### src/pkg/csrc_cfg.svh
// Purpose: Constants of the counter serial read and clear port
// Assumes: Included by bare name wherever a constant is needed
// Notes:   Offsets, field positions, counts and encodings only
`ifndef CSRC_CFG_SVH
`define CSRC_CFG_SVH

`define CSRC_NPORTS        5
`define CSRC_PRE_MIN       6'h20
`define CSRC_START_SECOND  1'h1
`define CSRC_OP_BITS       6'h02
`define CSRC_OP_READ       2'h2
`define CSRC_OP_CLEAR      2'h1
`define CSRC_RD_HDR_BITS   6'h08
`define CSRC_CLR_HDR_BITS  6'h0A
`define CSRC_TA_DRIVE      6'h01
`define CSRC_TA_LAST       6'h02
`define CSRC_DATA_BITS     6'h20
`define CSRC_TSEL_COUNTER  1'h1
`define CSRC_SCOPE_PORT    1'h1
`define CSRC_REG_TXOVF     7'h3B
`define CSRC_REG_COLOVF    7'h3C
`define CSRC_OVF_LAST_PORT 4
`define CSRC_OVF_LAST_POS  7
`define CSRC_OVF_HI_BASE   9
`define CSRC_IDX_BASE      7'h20
`define CSRC_IDX_STRIDE    7'h08
`define CSRC_KIND_TXPKT    0
`define CSRC_KIND_TXBYTE   1
`define CSRC_KIND_COL      2
`define CSRC_KIND_ERR      3

`endif

### src/pkg/csrc_pkg.sv
// Purpose: Types of the counter serial read and clear port
// Assumes: Constants come from csrc_cfg.svh
// Notes:   One-hot state codes written out
`default_nettype none
package csrc_pkg;

    typedef enum logic [5:0] {
        CSRC_ST_PRE   = 6'h01,
        CSRC_ST_START = 6'h02,
        CSRC_ST_OP    = 6'h04,
        CSRC_ST_HDR   = 6'h08,
        CSRC_ST_TA    = 6'h10,
        CSRC_ST_DATA  = 6'h20
    } csrc_state_type;

    typedef struct packed {
        logic       valid;
        logic       scope;
        logic [6:0] index;
    } csrc_clear_type;

    typedef struct packed {
        logic [4:0] tx_pkt;
        logic [4:0] tx_byte;
        logic [4:0] col;
        logic [4:0] err;
    } csrc_wrap_type;

endpackage : csrc_pkg
`default_nettype wire

### src/rtl/csrc_port.sv
// Purpose: Serial management port reading counters and EEPROM image, clearing counters
// Assumes: Link clock and data sampled by MCLK; counter store answers within a few MCLK
// Notes:   Overflow flag words at 0x3B and 0x3C are served from flags held here
// Summary of operation
// [RULE1] Controller sends at least 32 ones, then start pattern 01.
// [RULE2] Opcode 10 is read; no write path exists.
// [RULE3] Table select bit: 1 counters, 0 EEPROM image.
// [RULE4] A seven-bit address follows table select.
// [RULE5] After turnaround the device drives exactly 32 data bits.
// [RULE6] Counter words go out bit 31 first, bit 0 last.
// [RULE7] EEPROM: even N sends N+1 then N; odd N sends N then N-1.
// [RULE8] Controller keeps clocking at least one idle cycle between frames.
// [RULE9] Chip select held low; clock and data used like a management link.
// [RULE10] Opcode 01 is the counter clear command.
// [RULE11] Clear acts only when device address matches the strapped address.
// [RULE12] Scope bit 1 clears a whole port, 0 one counter.
// [RULE13] Scope bit is followed by the port number or counter index.
// [RULE14] Register 0x3B bits 0,2,4,6,7 hold transmit packet overflow flags.
// [RULE15] Register 0x3B bits 9,11,13,15,16 hold transmit byte overflow flags.
// [RULE16] Register 0x3C bits 0,2,4,6,7 hold collision overflow flags.
// [RULE17] Register 0x3C bits 9,11,13,15,16 hold error overflow flags.
// [RULE18] A flag sets on counter wrap and holds until its counter is cleared.
`timescale 1ns/100ps
`default_nettype none
`include "csrc_cfg.svh"

module csrc_port
    import csrc_pkg::*;
(
    input  wire logic           MCLK,        // System clock, 200 MHz
    input  wire logic           RST,         // Asynchronous reset, active high
    input  wire logic           SERIAL_PORT_CLOCK, // Link clock from controller
    input  wire logic           DATA_I,      // Serial data line, pin level
    output var  logic           DATA_O,      // Serial data line, driven value
    output var  logic           DATA_OE,     // Serial data line, drive enable
    input  wire logic [1:0]     STRAPPED_PHYSICAL_ADDRESS, // Strap pins
    output var  logic [6:0]     CNT_ADDR,    // Counter store read address
    input  wire logic [31:0]    CNT_DATA,    // Counter store read word
    output var  logic [6:0]     EE_HI_IDX,   // EEPROM entry sent first
    output var  logic [6:0]     EE_LO_IDX,   // EEPROM entry sent second
    input  wire logic [15:0]    EE_HI_WORD,  // Content of EE_HI_IDX
    input  wire logic [15:0]    EE_LO_WORD,  // Content of EE_LO_IDX
    input  wire csrc_wrap_type  WRAP,        // Counter wrap pulses per port
    output var  csrc_clear_type CLR_CMD      // Clear command pulse
);

    // Synchronisers; stage one is read only by stage two
    logic [2:0] sck_q, sck_d;
    logic [1:0] sdi_q, sdi_d;
    logic [1:0] strap_s1_q, strap_s1_d;
    logic [1:0] strap_q, strap_d;
    logic [1:0] strap_cap_q, strap_cap_d;
    logic [2:0] strap_done_q, strap_done_d; // Capture only once stage two holds the pins
    logic       rise;
    logic       fall;
    logic       bit_in;

    always_comb begin
        sck_d        = {sck_q[1:0], SERIAL_PORT_CLOCK};
        sdi_d        = {sdi_q[0], DATA_I};
        strap_s1_d   = STRAPPED_PHYSICAL_ADDRESS;
        strap_d      = strap_s1_q;
        strap_done_d = {strap_done_q[1:0], 1'b1};
        strap_cap_d  = strap_done_q[2] ? strap_cap_q : strap_q; // [RULE11]
    end

    always_ff @(posedge MCLK or posedge RST) begin
        if (RST) begin
            sck_q        <= 3'h0;
            sdi_q        <= 2'h0;
            strap_s1_q   <= 2'h0;
            strap_q      <= 2'h0;
            strap_cap_q  <= 2'h0;
            strap_done_q <= 3'h0;
        end else begin
            sck_q        <= sck_d;
            sdi_q        <= sdi_d;
            strap_s1_q   <= strap_s1_d;
            strap_q      <= strap_d;
            strap_cap_q  <= strap_cap_d;
            strap_done_q <= strap_done_d;
        end
    end

    assign rise   = sck_q[1] & ~sck_q[2];
    assign fall   = ~sck_q[1] & sck_q[2];
    assign bit_in = sdi_q[1];

    // Overflow flags, one per kind and port
    logic [3:0][4:0] flag_q, flag_d;
    logic [3:0][4:0] wrap_v;
    logic [31:0]     ovf_tx_w;
    logic [31:0]     ovf_cl_w;
    csrc_clear_type  clr_q, clr_d;

    assign wrap_v = {WRAP.err, WRAP.col, WRAP.tx_byte, WRAP.tx_pkt};

    for (genvar k = 0; k < 4; k++) begin : g_kind
        for (genvar p = 0; p < `CSRC_NPORTS; p++) begin : g_port
            logic hit;
            assign hit = clr_q.valid & ((clr_q.scope == `CSRC_SCOPE_PORT)
                       ? (clr_q.index == 7'(p))
                       : (clr_q.index == 7'(`CSRC_IDX_BASE + 7'(k) * `CSRC_IDX_STRIDE + 7'(p))));
            // Wrap wins over a clear in the same cycle
            assign flag_d[k][p] = wrap_v[k][p] | (flag_q[k][p] & ~hit); // [RULE18] [RULE12]
        end
    end

    always_ff @(posedge MCLK or posedge RST) begin
        if (RST) begin
            flag_q <= '0; // [RULE14] [RULE16]
        end else begin
            flag_q <= flag_d;
        end
    end

    // Port 4 sits at bit 7, not 8, so the layout is not a plain stride
    function automatic int lo_pos(input int p);
        lo_pos = (p == `CSRC_OVF_LAST_PORT) ? `CSRC_OVF_LAST_POS : 2 * p;
    endfunction : lo_pos

    always_comb begin
        ovf_tx_w = 32'h0;
        ovf_cl_w = 32'h0;
        for (int p = 0; p < `CSRC_NPORTS; p++) begin
            ovf_tx_w[lo_pos(p)]                     = flag_q[`CSRC_KIND_TXPKT][p];  // [RULE14]
            ovf_tx_w[`CSRC_OVF_HI_BASE + lo_pos(p)] = flag_q[`CSRC_KIND_TXBYTE][p]; // [RULE15]
            ovf_cl_w[lo_pos(p)]                     = flag_q[`CSRC_KIND_COL][p];    // [RULE16]
            ovf_cl_w[`CSRC_OVF_HI_BASE + lo_pos(p)] = flag_q[`CSRC_KIND_ERR][p];    // [RULE17]
        end
    end

    // Frame engine: sample on link rising edges, drive after falling edges
    csrc_state_type state_q, state_d;
    logic [5:0]     cnt_q, cnt_d;
    logic [1:0]     op_q, op_d;
    logic [9:0]     hdr_q, hdr_d;
    logic [31:0]    sh_q, sh_d;
    logic           dout_q, dout_d;
    logic           doe_q, doe_d;
    logic [6:0]     caddr_q, caddr_d;
    logic [6:0]     ehi_q, ehi_d;
    logic [6:0]     elo_q, elo_d;
    logic [31:0]    word;

    always_comb begin
        if (hdr_q[7] == `CSRC_TSEL_COUNTER) begin // [RULE3]
            if (hdr_q[6:0] == `CSRC_REG_TXOVF) begin
                word = ovf_tx_w;
            end else if (hdr_q[6:0] == `CSRC_REG_COLOVF) begin
                word = ovf_cl_w;
            end else begin
                word = CNT_DATA;
            end
        end else begin
            word = {EE_HI_WORD, EE_LO_WORD}; // [RULE7]
        end
    end

    always_comb begin
        state_d = state_q;
        cnt_d   = cnt_q;
        op_d    = op_q;
        hdr_d   = hdr_q;
        sh_d    = sh_q;
        dout_d  = dout_q;
        doe_d   = doe_q;
        caddr_d = caddr_q;
        ehi_d   = ehi_q;
        elo_d   = elo_q;
        clr_d   = '0;
        case (state_q)
            CSRC_ST_PRE: begin
                if (rise) begin
                    if (bit_in) begin
                        cnt_d = (cnt_q == `CSRC_PRE_MIN) ? cnt_q : cnt_q + 6'h01; // [RULE1]
                    end else if (cnt_q == `CSRC_PRE_MIN) begin
                        state_d = CSRC_ST_START; // [RULE1]
                        cnt_d   = 6'h00;
                    end else begin
                        cnt_d = 6'h00;
                    end
                end
            end
            CSRC_ST_START: begin
                if (rise) begin
                    cnt_d   = 6'h00;
                    state_d = (bit_in == `CSRC_START_SECOND) ? CSRC_ST_OP : CSRC_ST_PRE; // [RULE1]
                end
            end
            CSRC_ST_OP: begin
                if (rise) begin
                    op_d  = {op_q[0], bit_in};
                    cnt_d = cnt_q + 6'h01;
                    if (cnt_q + 6'h01 == `CSRC_OP_BITS) begin
                        cnt_d   = 6'h00;
                        // Anything but read or clear drops back to hunting
                        if ({op_q[0], bit_in} == `CSRC_OP_READ || {op_q[0], bit_in} == `CSRC_OP_CLEAR) begin
                            state_d = CSRC_ST_HDR; // [RULE2] [RULE10]
                        end else begin
                            state_d = CSRC_ST_PRE;
                        end
                    end
                end
            end
            CSRC_ST_HDR: begin
                if (rise) begin
                    hdr_d = {hdr_q[8:0], bit_in}; // [RULE4] [RULE13]
                    cnt_d = cnt_q + 6'h01;
                    if (op_q == `CSRC_OP_READ && cnt_q + 6'h01 == `CSRC_RD_HDR_BITS) begin
                        caddr_d = {hdr_q[5:0], bit_in};
                        ehi_d   = {hdr_q[5:0], 1'b1}; // [RULE7]
                        elo_d   = {hdr_q[5:0], 1'b0}; // [RULE7]
                        cnt_d   = 6'h00;
                        state_d = CSRC_ST_TA;
                    end else if (op_q == `CSRC_OP_CLEAR && cnt_q + 6'h01 == `CSRC_CLR_HDR_BITS) begin
                        cnt_d   = 6'h00;
                        state_d = CSRC_ST_PRE;
                        if (hdr_q[8:7] == strap_cap_q) begin // [RULE11]
                            clr_d.valid = 1'b1;
                            clr_d.scope = hdr_q[6]; // [RULE12]
                            clr_d.index = {hdr_q[5:0], bit_in};
                        end
                    end
                end
            end
            CSRC_ST_TA: begin
                if (rise) begin
                    cnt_d = cnt_q + 6'h01;
                end else if (fall && cnt_q == `CSRC_TA_DRIVE) begin
                    doe_d  = 1'b1;
                    dout_d = 1'b0;
                end else if (fall && cnt_q == `CSRC_TA_LAST) begin
                    sh_d    = {word[30:0], 1'b0};
                    dout_d  = word[31]; // [RULE6]
                    cnt_d   = 6'h01;
                    state_d = CSRC_ST_DATA;
                end
            end
            CSRC_ST_DATA: begin
                if (fall) begin
                    if (cnt_q == `CSRC_DATA_BITS) begin // [RULE5]
                        doe_d   = 1'b0;
                        dout_d  = 1'b0;
                        cnt_d   = 6'h00;
                        state_d = CSRC_ST_PRE;
                    end else begin
                        dout_d = sh_q[31]; // [RULE6]
                        sh_d   = {sh_q[30:0], 1'b0};
                        cnt_d  = cnt_q + 6'h01;
                    end
                end
            end
            default: begin
                state_d = CSRC_ST_PRE;
                cnt_d   = 6'h00;
                doe_d   = 1'b0;
            end
        endcase
    end

    always_ff @(posedge MCLK or posedge RST) begin
        if (RST) begin
            state_q <= CSRC_ST_PRE;
            cnt_q   <= 6'h00;
            op_q    <= 2'h0;
            hdr_q   <= 10'h000;
            sh_q    <= 32'h0;
            dout_q  <= 1'b0;
            doe_q   <= 1'b0;
            caddr_q <= 7'h00;
            ehi_q   <= 7'h00;
            elo_q   <= 7'h00;
            clr_q   <= '0;
        end else begin
            state_q <= state_d;
            cnt_q   <= cnt_d;
            op_q    <= op_d;
            hdr_q   <= hdr_d;
            sh_q    <= sh_d;
            dout_q  <= dout_d;
            doe_q   <= doe_d;
            caddr_q <= caddr_d;
            ehi_q   <= ehi_d;
            elo_q   <= elo_d;
            clr_q   <= clr_d;
        end
    end

    assign DATA_O    = dout_q;
    assign DATA_OE   = doe_q;
    assign CNT_ADDR  = caddr_q;
    assign EE_HI_IDX = ehi_q;
    assign EE_LO_IDX = elo_q;
    assign CLR_CMD   = clr_q;

endmodule : csrc_port
`default_nettype wire

### config.mk
export PLATFORM = sky130hd
export DESIGN_NAME = csrc_port
export DESIGN_NICKNAME = d
export VERILOG_FILES = /design/src/pkg/csrc_pkg.sv /design/src/rtl/csrc_port.sv
export VERILOG_INCLUDE_DIRS = /design/src /design/src/pkg
export SDC_FILE = /design/constraint.sdc
export NUM_CORES = 1
export LEC_CHECK = 0
export BUFFER_PORTS_ARGS = -buffer_cell sky130_fd_sc_hd__buf_2
export CAP_MARGIN = 25
export CORE_UTILIZATION = 62
export CTS_BUF_LIST = sky130_fd_sc_hd__clkbuf_8
export DETAILED_ROUTE_END_ITERATION = 7
export MAX_ROUTING_LAYER = met4
export PLACE_DENSITY_LB_ADDON = 0.12
export SLEW_MARGIN = 20
export SYNTH_ARGS = -nofsm -noshare
export SYNTH_HDL_FRONTEND = slang
export SYNTH_SLANG_ARGS = --single-unit
### constraint.sdc
create_clock -name MCLK -period 5.21 [get_ports MCLK]
set_input_delay 0.7815 -clock MCLK [delete_from_list [all_inputs] [get_ports MCLK]]
set_output_delay 0.7815 -clock MCLK [all_outputs]
set_load 0.02 [all_outputs]
==> results of run 1 <==
-- per-stage QoR --
step	instance area (um2)	std cells
after detailed placement	6574	850
after CTS	6792	866
after global routing	6792	866
final	6792	866
after global placement	6546	849
after floorplan	5971	643
-- layout by cell type (no fill, tap or decap), drive strengths merged, types with 3 or more instances in the layout --
cell,count
a211oi,21
a21boi,6
a21o,20
a21oi,59
a221oi,4
a32oi,3
and2,15
and3,3
and3b,4
buf,125
clkbuf,9
dfrtp,106
ha,5
inv,15
mux2,20
mux2i,12
nand2,70
nand2b,15
nand3,33
nand3b,7
nand4,4
nor2,33
nor2b,14
nor3,5
nor3b,3
nor4,3
o21ai,67
o22ai,3
o41ai,4
or2,7
or3,3
-- worst max path at each step --
| stage | slack [ns] | end |
|---|---|---|
| floorplan | 1.61 | CLR_CMD[0] |
| global placement | 2.71 | CLR_CMD[2] |
| detailed placement | 2.57 | CNT_ADDR[0] |
| CTS | 2.56 | CNT_ADDR[0] |
| global route | 2.30 | CNT_ADDR[2] |
| finish | 2.53 | CNT_ADDR[0] |
-- worst max-delay path, cell delays in order (launching register included) --
cell     delay (ns)
dfrtp_1        0.53
ha_1           0.35
nand4_1        0.13
o32ai_1        0.47
o21ai_1        0.23
nor2_1         0.25
nand3_2        0.24
mux2_2         0.36
-- where the power goes --
part           leakage [nW]  internal (mW)  switching (mW)
Clock                 0.107          0.235           0.304
Combinational          1.85         0.0945           0.114
Sequential             1.18          0.850          0.0413
Total                  3.14           1.18           0.459
-- logic make-up (layout without fill, tap and decap cells) --
kind of cell,count (synthesis),after routing,synth area share (%)
AO/OA/AOI/OAI,205,205,21.81
XOR/XNOR,4,4,0.5869
adder cells (fa/ha/maj),5,5,1.048
buffers and inverters,59,153,4.799
flip-flops,107,107,44.87
multiplexers,32,32,5.784
other,2,2,0.1258
AND/OR/NAND/NOR,229,229,20.98
-- metal layers --
| layer | global-route usage [%] | vias to the layer above | routed length [um] |
|---|---|---|---|
| met5 | - | - | 0 |
| met4 | 9.365 | 0 | 264 |
| met3 | 5.641 | 24 | 761 |
| met2 | 47.31 | 167 | 6816 |
| met1 | 38.26 | 2442 | 6029 |
| li1 | - | 2469 | - |
-- area by class of cell --
cell class / count / area, um2
timing repair buffer: 125 / 658.1
tap: 129 / 161.4
fill: 723 / 2492
clock buffer: 9 / 123.9
sequential: 107 / 2679
inverter: 12 / 47.55
clock inverter: 7 / 93.84
multi-input combinational: 477 / 3028
-- cell usage after synthesis (3+ instances only) --
cell type    n  area, um2
dfrtp_1    106       2653
nand2_1     70      262.8
o21ai_0     63      315.3
a21oi_1     58      290.3
nor2_1      32      120.1
nand3_1     31      155.2
clkbuf_1    27      101.4
a211oi_1    20      150.1
a21o_1      20      150.1
mux2_2      18      202.7
and2_1      14      87.58
buf_4       14      105.1
nand2b_1    14      87.58
nor2b_1     14      87.58
inv_1       12      45.04
mux2i_1     12      120.1
nand3b_1     7      52.55
a21boi_0     5      37.54
ha_1         5      62.56
nor3_1       5      25.02
a221oi_1     4      35.03
and3b_1      4      35.03
buf_2        4      20.02
or2_2        4      25.02
and3_1       3      18.77
nand4_1      3      18.77
nor3b_1      3      22.52
o21ai_1      3      15.01
o22ai_1      3      18.77
or2_1        3      18.77
or3_1        3      18.77
-- registers in the layout, indices dropped and copies added (netlist names), 6 cells and up --
register and count:
sh_q 31, flag_q 20, CLR_CMD 9, hdr_q 9, CNT_ADDR 7, cnt_q 6, state_q 6
==> impl_metrics.csv, run 1 <==
group,metric,value,unit
power,p_total,1.639,mW
worst_setup_path,end_kind,"register",
sta,slew_headroom,33.89,%
route,wire_per_inst,16.02,um
sta,setup_violations,0,
route,dr_total_vias,5102,
floorplanning,rows,35,
placed_design,pre_cts_ws,2.571,ns
sta,rsz0062_at_grt,"false",
route,drt-vias-per-instance,5.891,
route,ant_nets,0,
sta,slew_violations,0,
worst_hold_path,holdPathEnd,"strap_q[1]",
placed_design,portBuffers,120,
worst_setup_path,rr_endpoint,"CNT_ADDR[0]",
clock_network,cts_buffers,9,
sta,setup_ws,2.530,ns
route,first_iter_violations,194,
synth,yosysSeqAreaShare,44.87,%
finish,finish.net_count,827,
floorplanning,die_area,10030,um2
worst_hold_path,hold_path.class,"reg2reg",
worst_setup_path,reg2reg_depth,7,
synth,synth_flop_cell,"dfrtp_1",
synth,synth_area,5971,um2
sta,worstMarginPinSlew,0.9917,ns
clock_network,post_cts_buffers,0,
synth,yosysUniqueCellTypes,77,
power,powerDensity,241.4,nW/um2
clock_network,ctsRootBufferMaster,"clkbuf_8",
worst_setup_path,required,5.48,ns
finish,drive_above_1_share,25.51,%
global_route,grt_max_degree,64,
power,p_leak,3.137,nW
synth,synth_seq_cells,107,
floorplanning,core,9284,um2
route,totalWireLength,13.87,mm
synth,synthArstFlopShare,100.0,%
sta,setup-tns-final,0,ns
sta,whs,0.3545,ns
worst_setup_path,start_kind,"register",
synth,synth-edff-count,0,
floorplanning,io_pins,122,
clock_network,cts_resized,0,
sta,fin_crit_sh,51.44,%
global_route,grt_overflow,0,
floorplanning,die_w,100.1,um
route,first_pass_iters,5,
finish,antenna_cells,0,
synth,avgSynthCellArea,9.286,um2
global_route,antenna_found_initial,0,
clock_network,cts_tree,"yes",
worst_setup_path,critPathKind,"reg2reg",
global_route,grt_pass1_wl,22.34,mm
route,drc_errors,0,
global_route,first_global_vias,4651,
worst_setup_path,worstPathMaxFanout,10,
placed_design,dp_hpwl,10.24,mm
floorplanning,start_util,64.31,%
synth,syn-num-nets,738,
sta,hold_violations,0,
synth,syn_inst,643,
sta,max_freq,0.3731,GHz
finish,areaGrowthSynthToFinish,13.75,%
finish,final_util,73.15,%
power,peakVddDrop,0.2116,mV
worst_setup_path,reg2reg_setup_slack,2.53,ns
global_route,grt_use_total,29.53,%
clock_network,htree_levels,3,
status,status,"completed",
synth,yosys_warnings,0,
clock_network,insertion_delay,0.38,ns
placed_design,gp_congestion,0.9312,
sta,layout_min_cycle_time,2.680,ns
clock_network,clk_pin_slew,0.11,ns
sta,fin_worst_skew,0.01505,ns
worst_setup_path,crit_start,"cnt_q[0]",
flow_run,drv_cap,0,
clock_network,cts_hold_buf,0,
worst_setup_path,crit_arrival,2.95,ns
floorplanning,dieHeight,100.1,um
clock_network,clock_sinks,107,
worst_hold_path,worstHoldPathCells,0,
worst_setup_path,worstReg2RegStart,"cnt_q[0]",
clock_network,clock_path_buffers,2,
worst_hold_path,holdCritStartpoint,"strap_d[1]",
(Power assumes the default switching activity.)
==> run 2, diff against run 1 <==
--- a/config.mk
+++ b/config.mk
@@ -6,9 +6,10 @@
 export SDC_FILE = /design/constraint.sdc
 export NUM_CORES = 1
 export LEC_CHECK = 0
+export ABC_AREA = 1
 export BUFFER_PORTS_ARGS = -buffer_cell sky130_fd_sc_hd__buf_2
 export CAP_MARGIN = 25
-export CORE_UTILIZATION = 62
+export CORE_UTILIZATION = 51
 export CTS_BUF_LIST = sky130_fd_sc_hd__clkbuf_8
 export DETAILED_ROUTE_END_ITERATION = 7
 export MAX_ROUTING_LAYER = met4
==> constraint.sdc (replaced) <==
create_clock -name MCLK -period 2.45 [get_ports MCLK]
set_input_delay 0.3675 -clock MCLK [delete_from_list [all_inputs] [get_ports MCLK]]
set_output_delay 0.3675 -clock MCLK [all_outputs]
set_load 0.02 [all_outputs]
==> run 2 against run 1 <==
Sequential share of layout area up 0.73 points; combinational power rose by 21%; sequential cell count unchanged; wire length up 3.1%; first-iteration DRC count grew 71%; total power is 95% higher; critical path type unchanged; largest cell class is now registers; largest power group unchanged; highest routed layer unchanged.
==> impl_metrics.csv, run 2 <==
group,metric,value,unit
clock_network,ctsRootBufferMaster,"clkbuf_8",
power,powerDensity,479.3,nW/um2
floorplanning,rows,38,
sta,slew_headroom,36.81,%
sta,setup-tns-final,0,ns
floorplanning,dieHeight,108.4,um
flow_run,drv_cap,0,
worst_setup_path,worstPathMaxFanout,9,
worst_setup_path,critPathKind,"reg2reg",
worst_setup_path,end_kind,"register",
synth,ys_top_cells_by_area,"dfrtp_1 (46%), nand2_1 (11%), o21ai_0 (7.5%), nand3_1 (5.4%), inv_1 (5.2%)",
sta,setup_violations,0,
sta,worstMarginPinSlew,0.9469,ns
finish,reg_top3,"sh_q (31), flag_q (20)",
finish,largest_reg_flops,31,
synth,yosysTopAreaCell,"dfrtp_1",
synth,synth_most_common_cell,"nand2_1",
global_route,antenna_found_initial,0,
synth,synth_top_area_share,45.97,%
sta,rsz0062_at_grt,"false",
global_route,use_met2,41.22,%
worst_hold_path,hold_path.class,"in2reg",
synth,yosys_warnings,0,
finish,mostFrequentLayoutCells,"nand2_1 (173), buf_2 (120), dfrtp_1 (106)",
worst_setup_path,start_kind,"register",
clock_network,clock_sinks,107,
finish,antenna_cells,0,
route,wire_per_inst,14.06,um
floorplanning,die_area,11740,um2
status,status,"completed",
route,first_pass_iters,5,
global_route,grt_use_total,26.43,%
clock_network,cts_resized,0,
synth,syn-num-nets,863,
global_route,grt_max_degree,42,
floorplanning,core,10940,um2
clock_network,clk_pin_slew,0.12,ns
global_route,grt_overflow,0,
synth,avgSynthCellArea,7.514,um2
clock_network,insertion_delay,0.40,ns
clock_network,htree_levels,3,
route,dr_total_vias,5319,
synth,yosysSeqAreaShare,46.42,%
placed_design,dp_hpwl,10.36,mm
sta,whs,0.06608,ns
finish,drive_above_1_share,19.84,%
synth,yosysUniqueCellTypes,39,
clock_network,clock_path_buffers,2,
sta,layout_min_cycle_time,2.212,ns
power,peakVddDrop,0.3603,mV
synth,synth-edff-count,0,
sta,fin_crit_sh,90.28,%
sta,slew_violations,0,
finish,final_util,60.97,%
sta,hold_violations,0,
floorplanning,start_util,52.77,%
floorplanning,io_pins,122,
placed_design,portBuffers,120,
global_route,first_global_vias,4922,
finish,final_common_cell,"nand2_1",
route,ant_nets,0,
synth,synth_area,5771,um2
synth,synthArstFlopShare,100.0,%
finish,max_flop_register,"sh_q",
finish,fillers,1044,
global_route,grt-busiest-layer,"met2",
worst_setup_path,required,2.74,ns
route,totalWireLength,14.30,mm
power,p_leak,3.332,nW
global_route,met3_usage,5.124,%
route,drt-vias-per-instance,5.230,
finish,finish.net_count,967,
finish,fin_cells,1017,
sta,fin_worst_skew,0.01655,ns
synth,synth_flop_cell,"dfrtp_1",
finish,areaGrowthSynthToFinish,15.55,%
synth,synth_seq_cells,107,
placed_design,dp.cells,1000,
sta,max_freq,0.4521,GHz
placed_design,gp_congestion,0.9091,
route,first_iter_violations,332,
floorplanning,die_w,108.4,um
global_route,met1_usage,35.67,%
global_route,grt_pass1_wl,23.17,mm
route,drc_errors,0,
synth,synth_common_cells,"nand2_1 (173), dfrtp_1 (106), o21ai_0 (86), inv_1 (80), nor2_1 (76)",
worst_setup_path,crit_arrival,2.50,ns
synth,syn_inst,768,
clock_network,cts_buffers,9,
clock_network,cts_tree,"yes",
[run 2: cell types whose count changed after synthesis, moves of 20 or more]
cell / change
nor2_1: +44
nand2_1: +103
a211oi_1: -20
a21o_1: -20
o21ai_0: +23
inv_1: +68
nand3_1: +31
[run 2: logic make-up (layout without fill, tap and decap cells)]
family	count (synthesis)	count (layout)	synth area share (%)
AO/OA/AOI/OAI	182	182	16.83
XOR/XNOR	2	2	0.3036
adder cells (fa/ha/maj)	5	5	1.084
buffers and inverters	126	235	9.562
flip-flops	107	107	46.42
multiplexers	2	2	0.3903
other	2	2	0.1301
AND/OR/NAND/NOR	342	342	25.28
[run 2: worst max-delay path, stage by stage (launching register included)]
cell and delay, ns:
dfrtp_1 0.48, ha_1 0.27, xnor2_1 0.36, nand3_1 0.16, inv_1 0.12, nand2_1 0.08
nand3_1 0.28, nand3_1 0.18, nand2_1 0.13, nand2_1 0.05
[run 2: repair_timing]
action,in CTS,in global routing
hold buffers,1,0
buffers inserted,0,0
hold endpoints to repair,16,0
[run 2: per-layer routing]
| layer | part of all wire [%] | vias up |
|---|---|---|
| met2 | 46 | 140 |
| met1 | 49 | 2483 |
| li1 | - | 2688 |
| met4 | 0.69 | 0 |
| met5 | 0 | - |
| met3 | 4.5 | 8 |
[run 2: power by group]
part           internal, mW  switching (mW)  total [mW]
Clock                 0.434           0.703        1.14
Sequential             1.79          0.0226        1.81
Combinational         0.113           0.138       0.251
Total                  2.33           0.863        3.20
[run 2: area by class of cell]
| type | instances | area, um2 | area share, % |
|---|---|---|---|
| timing repair buffer | 134 | 733.2 | 11.00 |
| multi-input combinational | 535 | 2542 | 38.13 |
| sequential | 107 | 2679 | 40.18 |
| tap | 140 | 175.2 | 2.627 |
| inverter | 85 | 324.1 | 4.860 |
| clock buffer | 10 | 137.6 | 2.064 |
| clock inverter | 6 | 76.32 | 1.145 |
[run 2: final timing paths]
check                      startpoint            to  slack [ns]  cells past startpoint
setup / recovery             cnt_q[1]      cnt_q[3]        0.24                      9
hold / removal                 DATA_I      sdi_q[0]        0.07                      1
setup reg to reg             cnt_q[1]      cnt_q[3]        0.24                      9
hold reg to reg              sdi_q[0]      sdi_q[1]        0.36                      0
max in group asynchronous         RST      sh_q[23]        1.31                      4
min in group asynchronous         RST  EE_HI_IDX[0]        0.51                      3
[run 2: through the flow]
stage	worst slack, ns	total power [mW]	cell area, um2
CTS	0.2461	3.241	6668
finish	0.2381	3.196	6668
detailed placement	0.2637	2.094	6444
floorplan	0.5969	1.970	5774
global placement	0.3072	2.089	6444
global route	0.04519	3.338	6668
